## src/usr_pkg.sv

```systemverilog
// constants and mode types for the four-stage universal shift register
// assumes a single 50 MHz system clock; no software-visible registers
// Summary of operation
// - reset low clears all stages, stage outputs low
// - both selects high loads parallel inputs
// - low/high selects shift toward last stage
// - high/low selects shift toward first stage
// - both selects low holds all stages
// - only device clock rising edges change stages
// - shifts use pre-edge neighbour values, all together
// - static storage, any clock rate down to zero
// - right serial input used only shifting right
// - left serial input used only shifting left
package usr_pkg;

    localparam int          STAGES        = 4;
    localparam int          FIFO_DEPTH    = 32;
    localparam int          SYNC_W        = 9;
    localparam int          CLK_PERIOD_NS = 20;

    // field positions inside the synchronised pin vector
    localparam int          PIN_PAR_LO    = 0;
    localparam int          PIN_SER_LEFT  = 4;
    localparam int          PIN_SER_RIGHT = 5;
    localparam int          PIN_SEL_LOW   = 6;
    localparam int          PIN_SEL_HIGH  = 7;
    localparam int          PIN_DEV_CLK   = 8;

    localparam logic [3:0]  STAGE_RESET   = 4'h0;
    localparam logic [8:0]  SYNC_RESET    = 9'h000;
    localparam logic [1:0]  RST_SYNC_RST  = 2'h0;

    // {select_high, select_low} encodings
    localparam logic [1:0]  SEL_HOLD      = 2'h0;
    localparam logic [1:0]  SEL_RIGHT     = 2'h1;
    localparam logic [1:0]  SEL_LEFT      = 2'h2;
    localparam logic [1:0]  SEL_LOAD      = 2'h3;

    typedef enum logic [3:0] {
        USR_MODE_HOLD  = 4'h1,
        USR_MODE_RIGHT = 4'h2,
        USR_MODE_LEFT  = 4'h4,
        USR_MODE_LOAD  = 4'h8
    } usr_mode_t;

endpackage : usr_pkg

```

## src/usr_shift_reg.sv

```systemverilog
// four-stage universal shift register with a snapshot fifo
// assumes device pins are asynchronous to ref_clk and that the device
// clock stays well below half the ref_clk rate
`timescale 1ns/1ns
`default_nettype none

// fifo with a registered output stage; depth must be a power of two
module usr_fifo #(
    parameter int WIDTH = 4,
    parameter int DEPTH = 32
) (
    input  wire logic             clk,
    input  wire logic             rst_n,
    input  wire logic             in_valid,
    output var  logic             in_ready,
    input  wire logic [WIDTH-1:0] in_data,
    output var  logic             out_valid,
    input  wire logic             out_ready,
    output var  logic [WIDTH-1:0] out_data
);
    localparam int PTR_W = $clog2(DEPTH);
    localparam int CNT_W = $clog2(DEPTH + 1);

    logic [WIDTH-1:0] mem [DEPTH];
    logic [PTR_W-1:0] wr_ptr;
    logic [PTR_W-1:0] rd_ptr;
    logic [CNT_W-1:0] count;
    logic [PTR_W-1:0] next_wr_ptr;
    logic [PTR_W-1:0] next_rd_ptr;
    logic [CNT_W-1:0] next_count;
    logic             next_in_ready;
    logic             next_out_valid;
    logic [WIDTH-1:0] next_out_data;
    logic             push;
    logic             load_out;

    // pointer, count and output stage next values
    always_comb begin
        push           = in_valid & in_ready;
        load_out       = (count != '0) & (~out_valid | out_ready);
        next_wr_ptr    = push ? PTR_W'(wr_ptr + 1'b1) : wr_ptr;
        next_rd_ptr    = load_out ? PTR_W'(rd_ptr + 1'b1) : rd_ptr;
        next_count     = CNT_W'(count + push - load_out);
        next_in_ready  = next_count < CNT_W'(DEPTH);
        next_out_valid = load_out | (out_valid & ~out_ready);
        next_out_data  = load_out ? mem[rd_ptr] : out_data;
    end

    always_ff @(posedge clk or negedge rst_n) begin
        if (!rst_n) begin
            wr_ptr    <= '0;
            rd_ptr    <= '0;
            count     <= '0;
            in_ready  <= 1'b1;
            out_valid <= 1'b0;
            out_data  <= '0;
        end else begin
            wr_ptr    <= next_wr_ptr;
            rd_ptr    <= next_rd_ptr;
            count     <= next_count;
            in_ready  <= next_in_ready;
            out_valid <= next_out_valid;
            out_data  <= next_out_data;
        end
    end

    // storage needs no reset, saving area
    always_ff @(posedge clk) begin
        if (push) begin
            mem[wr_ptr] <= in_data;
        end
    end
endmodule : usr_fifo

module usr_shift_reg #(
    parameter int STAGES     = usr_pkg::STAGES,
    parameter int FIFO_DEPTH = usr_pkg::FIFO_DEPTH
) (
    input  wire logic              ref_clk,
    input  wire logic              rst_b,
    input  wire logic              dev_clk,
    input  wire logic              mode_select_high,
    input  wire logic              mode_select_low,
    input  wire logic              serial_in_right,
    input  wire logic              serial_in_left,
    input  wire logic [STAGES-1:0] parallel_inputs,
    output var  logic [STAGES-1:0] stage_out,
    output var  logic              snap_valid,
    input  wire logic              snap_ready,
    output var  logic [STAGES-1:0] snap_data,
    output var  logic              snap_accept,
    output var  logic              snap_lost
);
    logic [1:0]              rst_sync;
    logic                    rst_n;
    logic [8:0]              pin_meta;
    logic [8:0]              pin_sync;
    logic                    clk_prev;
    logic                    clk_rise;
    logic [1:0]              sel;
    usr_pkg::usr_mode_t      mode;
    logic [STAGES-1:0]       from_prev;
    logic [STAGES-1:0]       from_next;
    logic [STAGES-1:0]       par_sync;
    logic [STAGES-1:0]       stage;
    logic [STAGES-1:0]       next_stage;
    logic                    snap_push;
    logic                    next_snap_push;
    logic                    next_snap_lost;

    // reset asserts at once, releases after two ref_clk edges
    always_ff @(posedge ref_clk or negedge rst_b) begin
        if (!rst_b) begin
            rst_sync <= usr_pkg::RST_SYNC_RST;
        end else begin
            rst_sync <= {rst_sync[0], 1'b1};
        end
    end
    assign rst_n = rst_sync[1];

    // every pin passes two flops; clock and data share latency so
    // the data seen at the detected edge is the data at the pin edge
    always_ff @(posedge ref_clk or negedge rst_n) begin
        if (!rst_n) begin
            pin_meta <= usr_pkg::SYNC_RESET;
            pin_sync <= usr_pkg::SYNC_RESET;
            clk_prev <= 1'b0;
        end else begin
            pin_meta <= {dev_clk, mode_select_high, mode_select_low,
                         serial_in_right, serial_in_left, parallel_inputs};
            pin_sync <= pin_meta;
            clk_prev <= pin_sync[usr_pkg::PIN_DEV_CLK];
        end
    end

    // rising edge only; levels and falling edges do nothing
    assign clk_rise = pin_sync[usr_pkg::PIN_DEV_CLK] & ~clk_prev;
    assign sel      = {pin_sync[usr_pkg::PIN_SEL_HIGH],
                       pin_sync[usr_pkg::PIN_SEL_LOW]};
    assign par_sync = pin_sync[usr_pkg::PIN_PAR_LO +: STAGES];

    // mode decode into one-hot form
    always_comb begin
        case (sel)
            usr_pkg::SEL_LOAD:  mode = usr_pkg::USR_MODE_LOAD;
            usr_pkg::SEL_RIGHT: mode = usr_pkg::USR_MODE_RIGHT;
            usr_pkg::SEL_LEFT:  mode = usr_pkg::USR_MODE_LEFT;
            default:            mode = usr_pkg::USR_MODE_HOLD;
        endcase
    end

    // neighbour sources per stage, stage 0 is the first stage
    for (genvar i = 0; i < STAGES; i++) begin : g_nbr
        if (i == 0) begin : g_first
            assign from_prev[i] = pin_sync[usr_pkg::PIN_SER_RIGHT];
        end else begin : g_mid_p
            assign from_prev[i] = stage[i-1];
        end
        if (i == STAGES - 1) begin : g_last
            assign from_next[i] = pin_sync[usr_pkg::PIN_SER_LEFT];
        end else begin : g_mid_n
            assign from_next[i] = stage[i+1];
        end
    end

    // stage update; without an edge the value is simply kept
    always_comb begin
        next_stage     = stage;
        next_snap_push = 1'b0;
        if (clk_rise) begin
            case (mode)
                usr_pkg::USR_MODE_LOAD: begin
                    next_stage     = par_sync;
                    next_snap_push = 1'b1;
                end
                usr_pkg::USR_MODE_RIGHT: begin
                    next_stage     = from_prev;
                    next_snap_push = 1'b1;
                end
                usr_pkg::USR_MODE_LEFT: begin
                    next_stage     = from_next;
                    next_snap_push = 1'b1;
                end
                usr_pkg::USR_MODE_HOLD: begin
                    next_stage     = stage;
                end
                default: begin
                    next_stage     = stage;
                end
            endcase
        end
        // overflow is sticky until reset; snapshots never stall shifts
        next_snap_lost = snap_lost | (snap_push & ~snap_accept);
    end

    always_ff @(posedge ref_clk or negedge rst_n) begin
        if (!rst_n) begin
            stage     <= usr_pkg::STAGE_RESET;
            snap_push <= 1'b0;
            snap_lost <= 1'b0;
        end else begin
            stage     <= next_stage;
            snap_push <= next_snap_push;
            snap_lost <= next_snap_lost;
        end
    end

    assign stage_out = stage;

    // snapshot of stage contents after each load or shift
    usr_fifo #(
        .WIDTH (STAGES),
        .DEPTH (FIFO_DEPTH)
    ) u_snap_fifo (
        .clk       (ref_clk),
        .rst_n     (rst_n),
        .in_valid  (snap_push),
        .in_ready  (snap_accept),
        .in_data   (stage),
        .out_valid (snap_valid),
        .out_ready (snap_ready),
        .out_data  (snap_data)
    );
endmodule : usr_shift_reg

`default_nettype wire

```

## config.mk

```make
export PLATFORM = sky130hd
export DESIGN_NAME = usr_shift_reg
export DESIGN_NICKNAME = d
export VERILOG_FILES = /design/src/usr_pkg.sv /design/src/usr_shift_reg.sv
export SDC_FILE = /design/constraint.sdc
export NUM_CORES = 1
export LEC_CHECK = 0
export BUFFER_PORTS_ARGS = -buffer_cell sky130_fd_sc_hd__buf_2
export CAP_MARGIN = 10
export CORE_UTILIZATION = 45
export CTS_BUF_LIST = sky130_fd_sc_hd__clkbuf_8
export DETAILED_ROUTE_END_ITERATION = 16
export GPL_TIMING_DRIVEN = 1
export RECOVER_POWER = 100
export SLEW_MARGIN = 25
export SYNTH_ARGS = -nofsm -noshare
export SYNTH_HDL_FRONTEND = slang
export SYNTH_SLANG_ARGS = --single-unit
export TNS_END_PERCENT = 100
```

## constraint.sdc

```tcl
create_clock -name ref_clk -period 2.2 [get_ports ref_clk]
set_input_delay 0.11 -clock ref_clk [delete_from_list [all_inputs] [get_ports ref_clk]]
set_output_delay 0.11 -clock ref_clk [all_outputs]
set_load 0.01 [all_outputs]
```

======== Yosys cells after proc, flatten, opt, wreduce, memory -nomap -nowiden ========
Memory sizes are Yosys's and may differ from the RTL's. A register that Yosys moved wholly into a read port is not among the register bits.
Cells that the tools add are included.
word-level totals
  bits in registers ....................... 45
  RAM bits ................................ 128
  bits of input ports ..................... 12
  output and inout port bits .............. 11
  logic and storage cells ................. 47
  memories kept ........................... 1
memory list
  memory           depth  width  rd ports  clocked after memory_dff  write ports  line                 text
  u_snap_fifo.mem  32     4      1         1                         1            usr_shift_reg.sv:24  logic [WIDTH-1:0] mem [DEPTH];
cells by class
  add/sub/neg operators ................... 4
  magnitude comparators ................... 1
  eq/ne operators ......................... 6
  mux-type cells .......................... 6
  bitwise logic cells ..................... 12
  reduce and logical (&&, ||, !) cells .... 5
operators by type and width
  operator             count
  $pmux 4 s3           2
  $add 5x1->5 const B  2
  $add 6x1->6          1
  $lt 6x6->1 const B   1
  $reduce_bool 6->1    1
  $sub 6x1->6          1
  $and 1x1->1          5
  $eq 2x2->1 const B   2
  $eq 4x2->1 const B   1
  $eq 4x3->1 const B   1
  $eq 4x4->1 const B   1
  $mux 1               4
  $not 1->1            4
  $or 1x1->1           3
  $reduce_bool 3->1    1
  $reduce_or 3->1      1
  $eq 2x1->1 const B   1
  $reduce_and 2->1     1
  $logic_not 1->1      1

======== Depth between registers and ports, before layout ========
Gate-level depths: netlist of the first run.
  depth after elaboration ................. 6
  depth in mapped cells ................... 13
  depth with buffers taken out ............ 13

======== Modules after synthesis ========
Synthesis of the first run repeated with hierarchy kept, for this count alone.
second synthesis, totals
  cells, all modules ...................... 419
  area, all modules ....................... 7129.3 um^2
modules (own cells, without submodules)
  module         times used  cells an instance  area each (um^2)  seq. area each (um^2)
  usr_fifo       1           364                6224.7            4395.5
  usr_shift_reg  1           55                 904.6             675.6

======== Least setup slack after synthesis of the first run ========
No wires, ideal clock.
  path kind ............................... flip-flop to flip-flop
  start point ............................. register u_snap_fifo.count[2]
  end point ............................... register u_snap_fifo.count[4]
  library setup time ...................... 0.079 ns
  arrival ................................. 2.395 ns
  required time ........................... 2.121 ns
  slack ................................... -0.274 ns
  cell stages (with the launch flop) ...... 14
  buffers on the path ..................... 0
  clock period less this slack ............ 2.474 ns
  cell sequence ........................... dfrtp_1 inv_1 ha_1 and4bb_2 nor2_2 ha_1 inv_1 ha_1 inv_1 fa_1 inv_1 a21oi_1 o21ai_0 xor2_1
between the ends
  longest elaborated chain between the ends .. 3
  elaborated cells on any way between the ends .. 4
  classes of those cells .................. add/sub: 2; bitwise: 1; reduce/logical: 1
ends and longest elaborated chain
  element                        line                 text
  from (decl)                    usr_shift_reg.sv:27  logic [CNT_W-1:0] count;
  from (signal assigned)         usr_shift_reg.sv:60  count <= next_count;
  $reduce_bool 6->1              usr_shift_reg.sv:40  load_out = (count != '0) & (~out_valid | out_ready);
  $and 1x1->1                    usr_shift_reg.sv:40
  net u_snap_fifo.load_out       usr_shift_reg.sv:35  logic load_out;
  $sub 6x1->6                    usr_shift_reg.sv:43  next_count = CNT_W'(count + push - load_out);
  net u_snap_fifo.next_count[4]  usr_shift_reg.sv:30  logic [CNT_W-1:0] next_count;
The timed path passes the listed nets, and every way through them passes these cells.
A chain may end at the register's enable or synchronous reset.

======== Final worst setup path of the first run ========
Ends and elaborated chain as after synthesis.

==> results of run 1 <==
-- sequential cells by signal, summed over array words and instances (netlist names), 2 cells and up --
register	count
u_snap_fifo.mem	128
pin_meta	9
pin_sync	9
u_snap_fifo.count	6
u_snap_fifo.rd_ptr	5
u_snap_fifo.wr_ptr	5
stage_out	4
u_snap_fifo.out_data	4
rst_sync	2
-- routing by layer --
| metal | global-route usage | wire (µm) | vias up |
|---|---|---|---|
| met5 | 0 | 0 | - |
| met4 | 0.07213 | 134 | 0 |
| met3 | 0.03936 | 697 | 10 |
| met2 | 0.2835 | 6501 | 86 |
| met1 | 0.2468 | 6055 | 1901 |
| li1 | - | - | 1772 |
-- synth_stat cells, types with 6 or more instances --
cell type | count | area, µm²
edfxtp_1 | 128 | 3844
dfrtp_1 | 48 | 1201
nor2_1 | 39 | 146.4
mux2i_1 | 32 | 320.3
nand2_1 | 22 | 82.58
mux4_2 | 20 | 450.4
inv_1 | 19 | 71.32
ha_1 | 16 | 200.2
o21ai_0 | 14 | 70.07
o22ai_1 | 7 | 43.79
xnor2_1 | 6 | 52.55
-- metrics by stage --
step | total power, mW | TNS, ns | setup slack, ns
global placement | 7.191 | -0.002108 | -0.002108
floorplan | 6.413 | -0.09604 | -0.06353
CTS | 9.514 | -0.009956 | -0.009956
finish | 9.550 | -0.05398 | -0.05398
global route | 10.09 | -0.2238 | -0.1477
detailed placement | 7.249 | -0.04187 | -0.02971
-- where the power goes --
part	internal, mW	leakage, nW	switching, mW
Clock	1.12	0.206	1.09
Combinational	1.46	1.13	1.59
Sequential	3.98	1.74	0.311
Total	6.56	3.07	2.99
-- path summary, 6_finish.rpt --
check | startpoint | depth (start not counted) | to
max in group asynchronous | rst_sync[1] | 1 | u_snap_fifo.rd_ptr[0]
min | parallel_inputs[3] | 2 | pin_meta[3]
max reg2reg | u_snap_fifo.count[2] | 13 | u_snap_fifo.count[4]
min reg2reg | pin_meta[7] | 0 | pin_sync[7]
max | u_snap_fifo.count[2] | 13 | u_snap_fifo.count[4]
min in group asynchronous | rst_sync[1] | 0 | stage_out[1]
-- logic make-up after synthesis --
kind of cell | count (synthesis) | synth area share
AO/OA/AOI/OAI | 46 | 0.04647
XOR/XNOR | 10 | 0.01237
adder cells (fa/ha/maj) | 17 | 0.03110
buffers and inverters | 34 | 0.02492
flip-flops | 177 | 0.7162
multiplexers | 53 | 0.1104
other | 1 | 0.0005296
AND/OR/NAND/NOR | 87 | 0.05796
-- timing repair --
| action | 4_1_cts | 5_1_grt |
|---|---|---|
| hold endpoints to repair | 12 | 0 |
| hold buffers | 12 | 0 |
| endpoints found under the setup margin | 2 | 3 |
| pin swaps | 4 | 13 |
| setup buffers | 1 | 4 |
| cloned | 0 | 0 |
| gates resized for setup | 4 | 8 |
-- area by class of cell --
cell class | count | area (µm²) | share of cell area
flip-flops and latches | 177 | 5072 | 0.6110
multi-input cells | 214 | 1912 | 0.2303
repair buffers | 81 | 578.1 | 0.06963
clock buffers | 21 | 289.0 | 0.03482
well taps | 211 | 264.0 | 0.03180
clock inverters | 11 | 112.6 | 0.01356
inverters | 19 | 73.82 | 0.008892
==> results by group, run 1 <==
Worst setup path
  – CP bufs+invs: 4
  – Critical path's slowest cell: dfrtp_1
  – Crit path max-delay family: adder cells
  – CP Data Arrival Time: 2.62 ns
  – WP data required: about 2.6 ns
  – Crit path top cell by count: inv_2
  – Worst-path maximum fanout: 2
  – CP Launch Type: flop
  – CP max stage delay: between 0.3 and 0.4 ns
  – Critical path, cell by cell: inv_2 > ha_4 > and4bb_2 > nor2_4 > ha_4 > inv_2 > ha_4 > inv_2 > fa_2 > inv_2 > a21oi_2 > o21ai_1 > xor2_1
  – R2r setup slk: -0.05 ns
  – Setup crit end kind: flop
  – Critical path type: reg2reg

Clocking
  – Sink Count: about 180
  – CTS buffer count: 17
  – Clock Tree Buf Depth: 2
  – CTS tree: yes
  – Clock Latency Late Sink: 0.44 ns
  – CTS HTree Levels: 4
  – Root Driver: clkbuf_8
  – Clk slew on worst S/H paths: roughly 0.080 ns

Placed design
  – Gpl congestion: ~0.77
  – IO Port Bufs: 22
  – Placed Area: approximately 7700 µm²
  – Dpl cells: just under 700
  – Final HPWL DP: 8.606 mm

Synth
  – Mapped cell area: approximately 7000 µm²
  – Ys Warns: 0
  – Syn nets: 454
  – Synth Area per Inst: 16.66 µm²
  – Yosys reg bits: about 180
  – Part of the Yosys area used for sequential elements: 0.7162
  – Ys async rst share: 0.2768
  – Post-Syn Instances: ~430
  – Number of flops mapped to enable cells by yosys: 128
  – Number of distinct library cells after synthesis: 43
  – Primary FF master, synth: edfxtp_1

STA
  – # setup viols final: 1
  – Least-Margin Pin Slew: 0.9828 ns
  – Highest Clock Rate: 0.4437 GHz
  – Max_slew headroom: 0.3448
  – Clock skew: approximately 0.011 ns
  – Crit share post-route: 1.025
  – Hold slack: between 0.3 and 0.4 ns
  – Tmin final: 2.254 ns
  – Setup slack after layout: -0.05398 ns
  – Final hold viol count: 0
  – Slew Viols, Final: 0
  – RSZ-0062 raised after global routing: true

Pwr
  – Peak VDD IR: 471.0 µV
  – Leak: about 3.1 nW
  – Power Density: 1150 nW/µm²

Finish
  – Filler cells: around 1200
  – Layout Cells excl Fill: 734
  – Antenna fix cells: 0
  – Most frequent cells in the layout: 128 x edfxtp_1, 47 x dfrtp_1, 39 x nor2_1
  – Cell area after layout: 8302 µm²
  – Area Overhead vs Synth: 17.25%
  – Post-layout nets: roughly 540
  – Layout cells sized above 1: 0.2524
  – Final core occ: 0.5441
  – Commonest non-fill, non-tap cell in the layout: edfxtp_1

Routing
  – Final WL: 13.39 mm
  – Drt via density: around 5.1
  – WL/cell: 18.24 µm
  – Vias after detailed routing: between 3000 and 4000
  – ANT nets after route: 0
  – Pre-antenna DRT Iters: 4
  – DRC: 0
  – Detailed Route Iter0 Violations: 232

Run
  – Max-cap violations: 0

Run status
  – Failing checks: negative setup slack
  – Status: finished with violations

Die
  – Die X: around 130 µm
  – I/O Pins: 23
  – Core area: 15260 µm²
  – Initial core utilization: 0.4640
  – Die H: 127.4 µm
  – Die ar.: 16240 µm²
  – # rows: 45

GRT
  – Vias in the first global route: a little under 4000
  – Gr ovfl total: 0
  – GRT Util Overall: 0.1806
  – Initial antenna violation count: 0
  – Largest net degree at the start of global routing: 37
  – Global-route wire length before repair: between 20 and 25 mm

Worst hold path
  – Min-delay worst type: in2reg
(Power assumes the default switching activity.)
==> inputs of run 2 (changes only) <==
SYNTH_HIERARCHICAL = 1   (was not set)
==> run 2 against run 1 <==
Against the previous run: the run still ends with negative setup slack left; maximum frequency increased by 1.7%; die area increased by 0.68%; sequential share of layout area increased by 0.60 points; first-iteration DRC count increased by 9.5%; clock power increased by 10%; power increased by 2.2%; area after synthesis increased by 0.69%; global-route usage decreased by 0.25 points; non-clock buffer count decreased by 23; critical endpoint is now u_snap_fifo/count[4]; largest cell class unchanged.
==> results by group, run 2 <==
Clocking
  – Clock Latency Late Sink: 0.44 ns (about the same)
  – Sink Count: 177 (unchanged)
  – CTS HTree Levels: 4 (unchanged)
  – Root Driver: clkbuf_8 (unchanged)
  – CTS tree: yes (unchanged)
  – Clk slew on worst S/H paths: 0.09 ns (was 0.08 ns)
  – Clock Tree Buf Depth: 2 (unchanged)
  – CTS buffer count: 17 (unchanged)

Routing
  – Drt via density: 5.162 (was 5.135)
  – DRC: 0 (unchanged)
  – Detailed Route Iter0 Violations: 254 (was 232)
  – Final WL: 13.04 mm (was 13.39 mm)
  – Pre-antenna DRT Iters: 4 (unchanged)
  – ANT nets after route: 0 (unchanged)
  – Vias after detailed routing: 3629 (was 3769)
  – WL/cell: 18.55 µm (was 18.24 µm)

STA
  – # setup viols final: 1 (unchanged)
  – Highest Clock Rate: 0.4512 GHz (was 0.4437 GHz)
  – Max_slew headroom: 0.3095 (was 0.3448)
  – RSZ-0062 raised after global routing: true (unchanged)
  – Final hold viol count: 0 (unchanged)
  – Least-Margin Pin Slew: 1.036 ns (was 0.9828 ns)
  – Slew Viols, Final: 0 (unchanged)
  – Crit share post-route: 1.007 (was 1.025)
  – Clock skew: 0.01127 ns (was 0.01108 ns)
  – Tmin final: 2.216 ns (was 2.254 ns)
  – Setup slack after layout: -0.01623 ns (was -0.05398 ns)

Finish
  – Top Registers: u_snap_fifo/mem: 128 flops, pin_meta: 9 flops, pin_sync: 9 flops (was u_snap_fifo.mem: 128 flops, pin_meta: 9 flops, pin_sync: 9 flops)
  – Area Overhead vs Synth: 15.30% (was 17.25%)
  – Post-layout nets: 508 (was 539)
  – Antenna fix cells: 0 (unchanged)
  – Largest Register: u_snap_fifo/mem (was u_snap_fifo.mem)
  – Layout cells sized above 1: 0.2480 (was 0.2524)
  – Commonest non-fill, non-tap cell in the layout: edfxtp_1 (unchanged)
  – Cell area after layout: 8220 µm² (was 8302 µm²)
  – Most frequent cells in the layout: 128 x edfxtp_1, 47 x dfrtp_1, 41 x nor2_1 (was 128 x edfxtp_1, 47 x dfrtp_1, 39 x nor2_1)
  – Max reg flops: 128 (unchanged)

Worst setup path
  – R2r setup slk: -0.02 ns (was -0.05 ns)
  – Stages on worst setup path: 11 (was 13)
  – CP endpoint: u_snap_fifo/count[4] (was u_snap_fifo.count[4])
  – CP Launch Type: flop (unchanged)
  – FF-to-FF Start: u_snap_fifo/count[2] (was u_snap_fifo.count[2])
  – Worst setup startpoint: u_snap_fifo/count[2] (was u_snap_fifo.count[2])
  – R2R Path End: u_snap_fifo/count[4] (was u_snap_fifo.count[4])
  – Critical path's slowest cell: dfrtp_1 (unchanged)
  – CP bufs+invs: 2 (was 4)
  – CP Data Arrival Time: 2.55 ns (was 2.62 ns)
  – Setup crit end kind: flop (unchanged)
  – WP data required: 2.54 ns (was 2.56 ns)
  – Critical path type: reg2reg (unchanged)
  – Reg2reg path depth: 11 (was 13)
  – Worst-path maximum fanout: 2 (unchanged)
  – Critical path, cell by cell: inv_2 > ha_1 > and4bb_2 > nor2_4 > ha_4 > inv_2 > ha_4 > fa_2 > a21oi_2 > o21ai_1 > xor2_1 (was inv_2 > ha_4 > and4bb_2 > nor2_4 > ha_4 > inv_2 > ha_4 > inv_2 > fa_2 > inv_2 > a21oi_2 > o21ai_1 > xor2_1)
  – CP max stage delay: 0.40 ns (was 0.37 ns)
  – Crit path max-delay family: adder cells (unchanged)

Placed design
  – IO Port Bufs: 22 (unchanged)
  – Placed Area: 7591 µm² (was 7731 µm²)
  – Dpl ws: -0.05852 ns (was -0.02971 ns)
  – Final HPWL DP: 8.690 mm (was 8.606 mm)
  – Gpl congestion: 0.7285 (was 0.7742)

Die
  – Core area: 15310 µm² (was 15260 µm²)
  – # rows: 45 (unchanged)
  – I/O Pins: 23 (unchanged)
  – Die X: 127.9 µm (was 127.4 µm)
  – Die H: 127.9 µm (was 127.4 µm)
  – Initial core utilization: 0.4655 (was 0.4640)
  – Die ar.: 16350 µm² (was 16240 µm²)

Synth
  – Top cells by count, synth: 128 x edfxtp_1, 48 x dfrtp_1, 41 x nor2_1 (was 128 x edfxtp_1, 48 x dfrtp_1, 39 x nor2_1)
  – Largest area contributor in the netlist: edfxtp_1 (unchanged)
  – Part of the Yosys area used for sequential elements: 0.7113 (was 0.7162)
  – Number of flops mapped to enable cells by yosys: 128 (unchanged)
  – Mapped cell area: 7129 µm² (was 7081 µm²)
  – Post-synth top area share: 0.5391 (was 0.5429)
  – Number of distinct library cells after synthesis: 45 (was 43)
  – Ranking of synthesized cells by area: edfxtp_1 54%, dfrtp_1 17%, mux4_2 6.3% (was edfxtp_1 54%, dfrtp_1 17%, mux4_2 6.4%)
  – Ys async rst share: 0.2768 (unchanged)
  – Syn nets: 448 (was 454)
  – Post-Syn Instances: 419 (was 425)
  – Synth Area per Inst: 17.02 µm² (was 16.66 µm²)
  – Primary FF master, synth: edfxtp_1 (unchanged)
  – Most frequent cell after synthesis: edfxtp_1 (unchanged)
  – Yosys reg bits: 177 (unchanged)
  – Ys Warns: 6 (was 0)

Run
  – Max-cap violations: 0 (unchanged)

Pwr
  – Peak VDD IR: 627.1 µV (was 471.0 µV)
  – Power Density: 1188 nW/µm² (was 1150 nW/µm²)
  – Leak: 3.012 nW (was 3.071 nW)

GRT
  – GRT Util Overall: 0.1782 (was 0.1806)
  – Gr ovfl total: 0 (unchanged)
  – Initial antenna violation count: 0 (unchanged)
  – Vias in the first global route: 3798 (was 3943)
  – Global-route wire length before repair: 20.84 mm (was 21.36 mm)
  – Largest net degree at the start of global routing: 36 (was 37)

Run status
  – Failing checks: negative setup slack (unchanged)
  – Status: finished with violations (unchanged)

Worst hold path
  – Min-delay worst type: reg2async (was in2reg)
==> run 2: area by class of cell <==
cell class / count / area (µm²)
Clock buffer: 18 / 247.7
Sequential cell: 177 / 5072
Tap cell: 211 / 264.0
Clock inverter: 14 / 197.7
Fill cell: 1258 / 7094
Inverter: 16 / 60.06
Multi-Input combinational cell: 209 / 1938
Timing Repair Buffer: 58 / 440.4
==> run 2: routing by layer <==
layer,up-vias,track usage,share of wire
met5,-,0,0
met4,0,0.06021,0.0054
met3,4,0.05342,0.053
met2,77,0.2852,0.49
met1,1843,0.2330,0.45
li1,1705,-,-
==> run 2: worst min path at each step <==
stage	start	slack, ns	cells past startpoint	end
4_1_cts	rst_sync[1]	0.15	0	pin_sync[8]
2_1_floorplan	rst_b	-0.19	0	rst_sync[0]
3_5_place_dp	rst_b	-0.10	1	rst_sync[0]
3_3_place_gp	rst_b	-0.10	1	rst_sync[0]
6_report	rst_sync[1]	0.19	0	pin_meta[2]
5_1_grt	rst_sync[1]	0.24	0	pin_meta[5]
==> run 2: power breakdown <==
part | internal (mW) | switching (mW)
combinational | 1.48 | 1.60
clock | 1.28 | 1.15
sequential | 3.98 | 0.278
total | 6.74 | 3.02
==> run 2: per-stage QoR <==
stage	utilization	std cells	total power [mW]	hold slack, ns	TNS (ns)
final	0.5368	703	9.762	0.1866	-0.01623
after global routing	0.5368	703	10.29	0.2381	-0.1933
after CTS	0.5346	700	9.760	0.1474	-0.007566
after detailed placement	0.4957	653	7.213	-0.1036	-0.08789
after global placement	0.4957	653	7.129	-0.1048	0
after floorplan	-	419	6.392	-0.1856	0
==> run 2: cells by family after synthesis <==
| kind of cell | after synthesis | synth area share |
|---|---|---|
| flops | 177 | 0.7113 |
| simple gates | 82 | 0.05599 |
| mux | 53 | 0.1097 |
| compound gates | 46 | 0.05177 |
| buf+inv | 33 | 0.02755 |
| fa+ha+maj | 17 | 0.03089 |
| xor+xnor | 10 | 0.01228 |
| other cells | 1 | 0.0005260 |
==> run 2: timing repair <==
| action | 4_1_cts | 5_1_grt |
|---|---|---|
| gates resized for setup | 4 | 3 |
| hold endpoints to repair | 12 | 0 |
| pin swaps | 4 | 6 |
| endpoints found under the setup margin | 3 | 5 |
| hold buffers | 12 | 0 |
| setup buffers | 3 | 3 |
==> inputs of run 3 (changes only) <==
BUFFER_PORTS_ARGS = not set   (was -buffer_cell sky130_fd_sc_hd__buf_2)
DONT_BUFFER_PORTS = 1   (was not set)
MAX_ROUTING_LAYER = met4   (was not set)
SYNTH_HIERARCHICAL = not set   (was 1)
==> run 3 against run 2 <==
Against the previous run: the run still ends with negative setup slack left; clock power is 7% lower; die area shrank 0.68%; maximum frequency is 0.45% higher; first-iteration DRC count is 8.7% higher; critical path type unchanged.
==> results by group, run 3 (synthesis gave the netlist of run 1 again) <==
Pwr
  – Power Density: 1174 nW/µm² (was 1188 nW/µm²)
  – Leak: 2.984 nW (was 3.012 nW)
  – Peak VDD IR: 539.5 µV (was 627.1 µV)

Worst setup path
  – Reg2reg path depth: 11 (unchanged)
  – WP data required: 2.58 ns (was 2.54 ns)
  – Setup crit end kind: flop (unchanged)
  – Worst-path maximum fanout: 3 (was 2)
  – CP Launch Type: flop (unchanged)
  – Critical path type: reg2reg (unchanged)
  – CP Data Arrival Time: 2.58 ns (was 2.55 ns)

Die
  – Die X: 127.4 µm (was 127.9 µm)
  – Core area: 15260 µm² (was 15310 µm²)
  – I/O Pins: 23 (unchanged)
  – Die ar.: 16240 µm² (was 16350 µm²)
  – Die H: 127.4 µm (was 127.9 µm)
  – # rows: 45 (unchanged)
  – Initial core utilization: 0.4640 (was 0.4655)

Placed design
  – Gpl congestion: 0.8112 (was 0.7285)
  – IO Port Bufs: 0 (was 22)
  – Dpl cells: 653 (unchanged)
  – Dpl ws: -0.1034 ns (was -0.05852 ns)
  – Final HPWL DP: 8.602 mm (was 8.690 mm)
  – Placed Area: 7533 µm² (was 7591 µm²)

Finish
  – Area Overhead vs Synth: 15.21% (was 15.30%)
  – Multi-input logic area: 1922 µm² (was 1938 µm²)
  – Commonest non-fill, non-tap cell in the layout: edfxtp_1 (unchanged)
  – Layout Cells excl Fill: 705 (was 703)
  – Layout cells sized above 1: 0.2308 (was 0.2480)
  – Reg area: 5072 µm² (unchanged)
  – Antenna fix cells: 0 (unchanged)
  – Post-layout nets: 510 (was 508)
  – Cell area after layout: 8158 µm² (was 8220 µm²)
  – Filler cells: 1266 (was 1258)
  – Most frequent cells in the layout: 128 x edfxtp_1, 47 x dfrtp_1, 38 x nor2_1 (was 128 x edfxtp_1, 47 x dfrtp_1, 41 x nor2_1)
  – Max reg flops: 128 (unchanged)
  – Top Registers: u_snap_fifo.mem: 128 flops, pin_meta: 9 flops, pin_sync: 9 flops (was u_snap_fifo/mem: 128 flops, pin_meta: 9 flops, pin_sync: 9 flops)
  – Largest Register: u_snap_fifo.mem (was u_snap_fifo/mem)

Routing
  – Final WL: 12.82 mm (was 13.04 mm)
  – DRC: 0 (unchanged)
  – Pre-antenna DRT Iters: 4 (unchanged)
  – Detailed Route Iter0 Violations: 276 (was 254)
  – ANT nets after route: 0 (unchanged)
  – Drt via density: 5.294 (was 5.162)
  – Vias after detailed routing: 3732 (was 3629)
  – WL/cell: 18.19 µm (was 18.55 µm)

STA
  – Max_slew headroom: 0.1994 (was 0.3095)
  – Slew Viols, Final: 0 (unchanged)
  – Crit share post-route: 1.003 (was 1.007)
  – Setup slack after layout: -0.006206 ns (was -0.01623 ns)
  – Clock skew: 0.01127 ns (about the same)
  – Final hold viol count: 0 (unchanged)
  – RSZ-0062 raised after global routing: true (unchanged)
  – # setup viols final: 1 (unchanged)
  – Least-Margin Pin Slew: 1.201 ns (was 1.036 ns)
  – Setup TNS: -0.006206 ns (was -0.01623 ns)
  – Tmin final: 2.206 ns (was 2.216 ns)
  – Highest Clock Rate: 0.4533 GHz (was 0.4512 GHz)

Run status
  – Failing checks: negative setup slack (unchanged)
  – Status: finished with violations (unchanged)

Clocking
  – CTS HTree Levels: 4 (unchanged)
  – Clk slew on worst S/H paths: 0.09 ns (about the same)
  – Sink Count: 177 (unchanged)
  – Clock Tree Buf Depth: 2 (unchanged)
  – Clock Latency Late Sink: 0.44 ns (about the same)
  – Root Driver: clkbuf_8 (unchanged)
  – CTS buffer count: 17 (unchanged)
  – CTS tree: yes (unchanged)

Worst hold path
  – Min-delay worst type: in2reg (was reg2async)
  – Hold Path Cell Cnt: 1

GRT
  – Global-route wire length before repair: 20.84 mm (about the same)
  – Largest net degree at the start of global routing: 36 (unchanged)
  – Vias in the first global route: 3798 (unchanged)
  – Initial antenna violation count: 0 (unchanged)
  – Gr ovfl total: 0 (unchanged)
  – GRT Util Overall: 0.1824 (was 0.1782)

Run
  – Max-cap violations: 0 (unchanged)
[run 3: power by group]
group          switching (mW)  internal (mW)
Clock                    1.10           1.17
Sequential              0.325           3.98
Combinational            1.55           1.45
Total                    2.97           6.61
[run 3: layout make-up]
| class | count | share of cell area |
|---|---|---|
| repair buffers | 52 | 0.05153 |
| inverters | 19 | 0.008742 |
| multi-input cells | 214 | 0.2356 |
| flip-flops and latches | 177 | 0.6218 |
| clock inverters | 13 | 0.01794 |
| well taps | 211 | 0.03236 |
| clock buffers | 19 | 0.03206 |
[run 3: critical path, cell delays in order, from the launching register on]
cell and delay [ns]:
dfrtp_1 0.40, inv_2 0.09, ha_4 0.13, and4bb_2 0.27
nor2_4 0.05, ha_4 0.27, inv_2 0.03, ha_4 0.14
a21o_1 0.18, a21oi_2 0.19, o21ai_1 0.12, a211o_1 0.27
[run 3: routing by layer]
metal,part of all wire,vias to the layer above,track usage
li1,-,1713,-
met1,0.45,1929,0.2336
met2,0.50,80,0.2864
met3,0.043,10,0.04606
met4,0.010,0,0.05882
met5,0,-,-
[run 3: final timing paths]
kind	to	slack, ns	start
max	u_snap_fifo.in_ready	-0.006	u_snap_fifo.count[4]
min	pin_meta[8]	0.22	dev_clk
max reg2reg	u_snap_fifo.in_ready	-0.006	u_snap_fifo.count[4]
min reg2reg	u_snap_fifo.count[5]	0.23	rst_sync[1]
max in group asynchronous	pin_meta[7]	0.72	rst_sync[1]
min in group asynchronous	u_snap_fifo.count[5]	0.23	rst_sync[1]
[run 3: per-stage QoR]
step	hold WS, ns	utilization	power (mW)
after floorplan	-0.1856	-	6.413
after global placement	-0.1855	0.4937	7.076
after detailed placement	-0.1855	0.4937	7.143
after CTS	0.1735	0.5305	9.466
after global routing	0.1719	0.5346	10.12
final	0.2204	0.5346	9.581
[run 3: timing repair]
action	in CTS	in global routing
gates resized for setup	4	9
endpoints found under the hold margin	12	0
endpoints found under the setup margin	3	6
buffers inserted	4	4
hold buffers	12	0
pin swaps	5	6
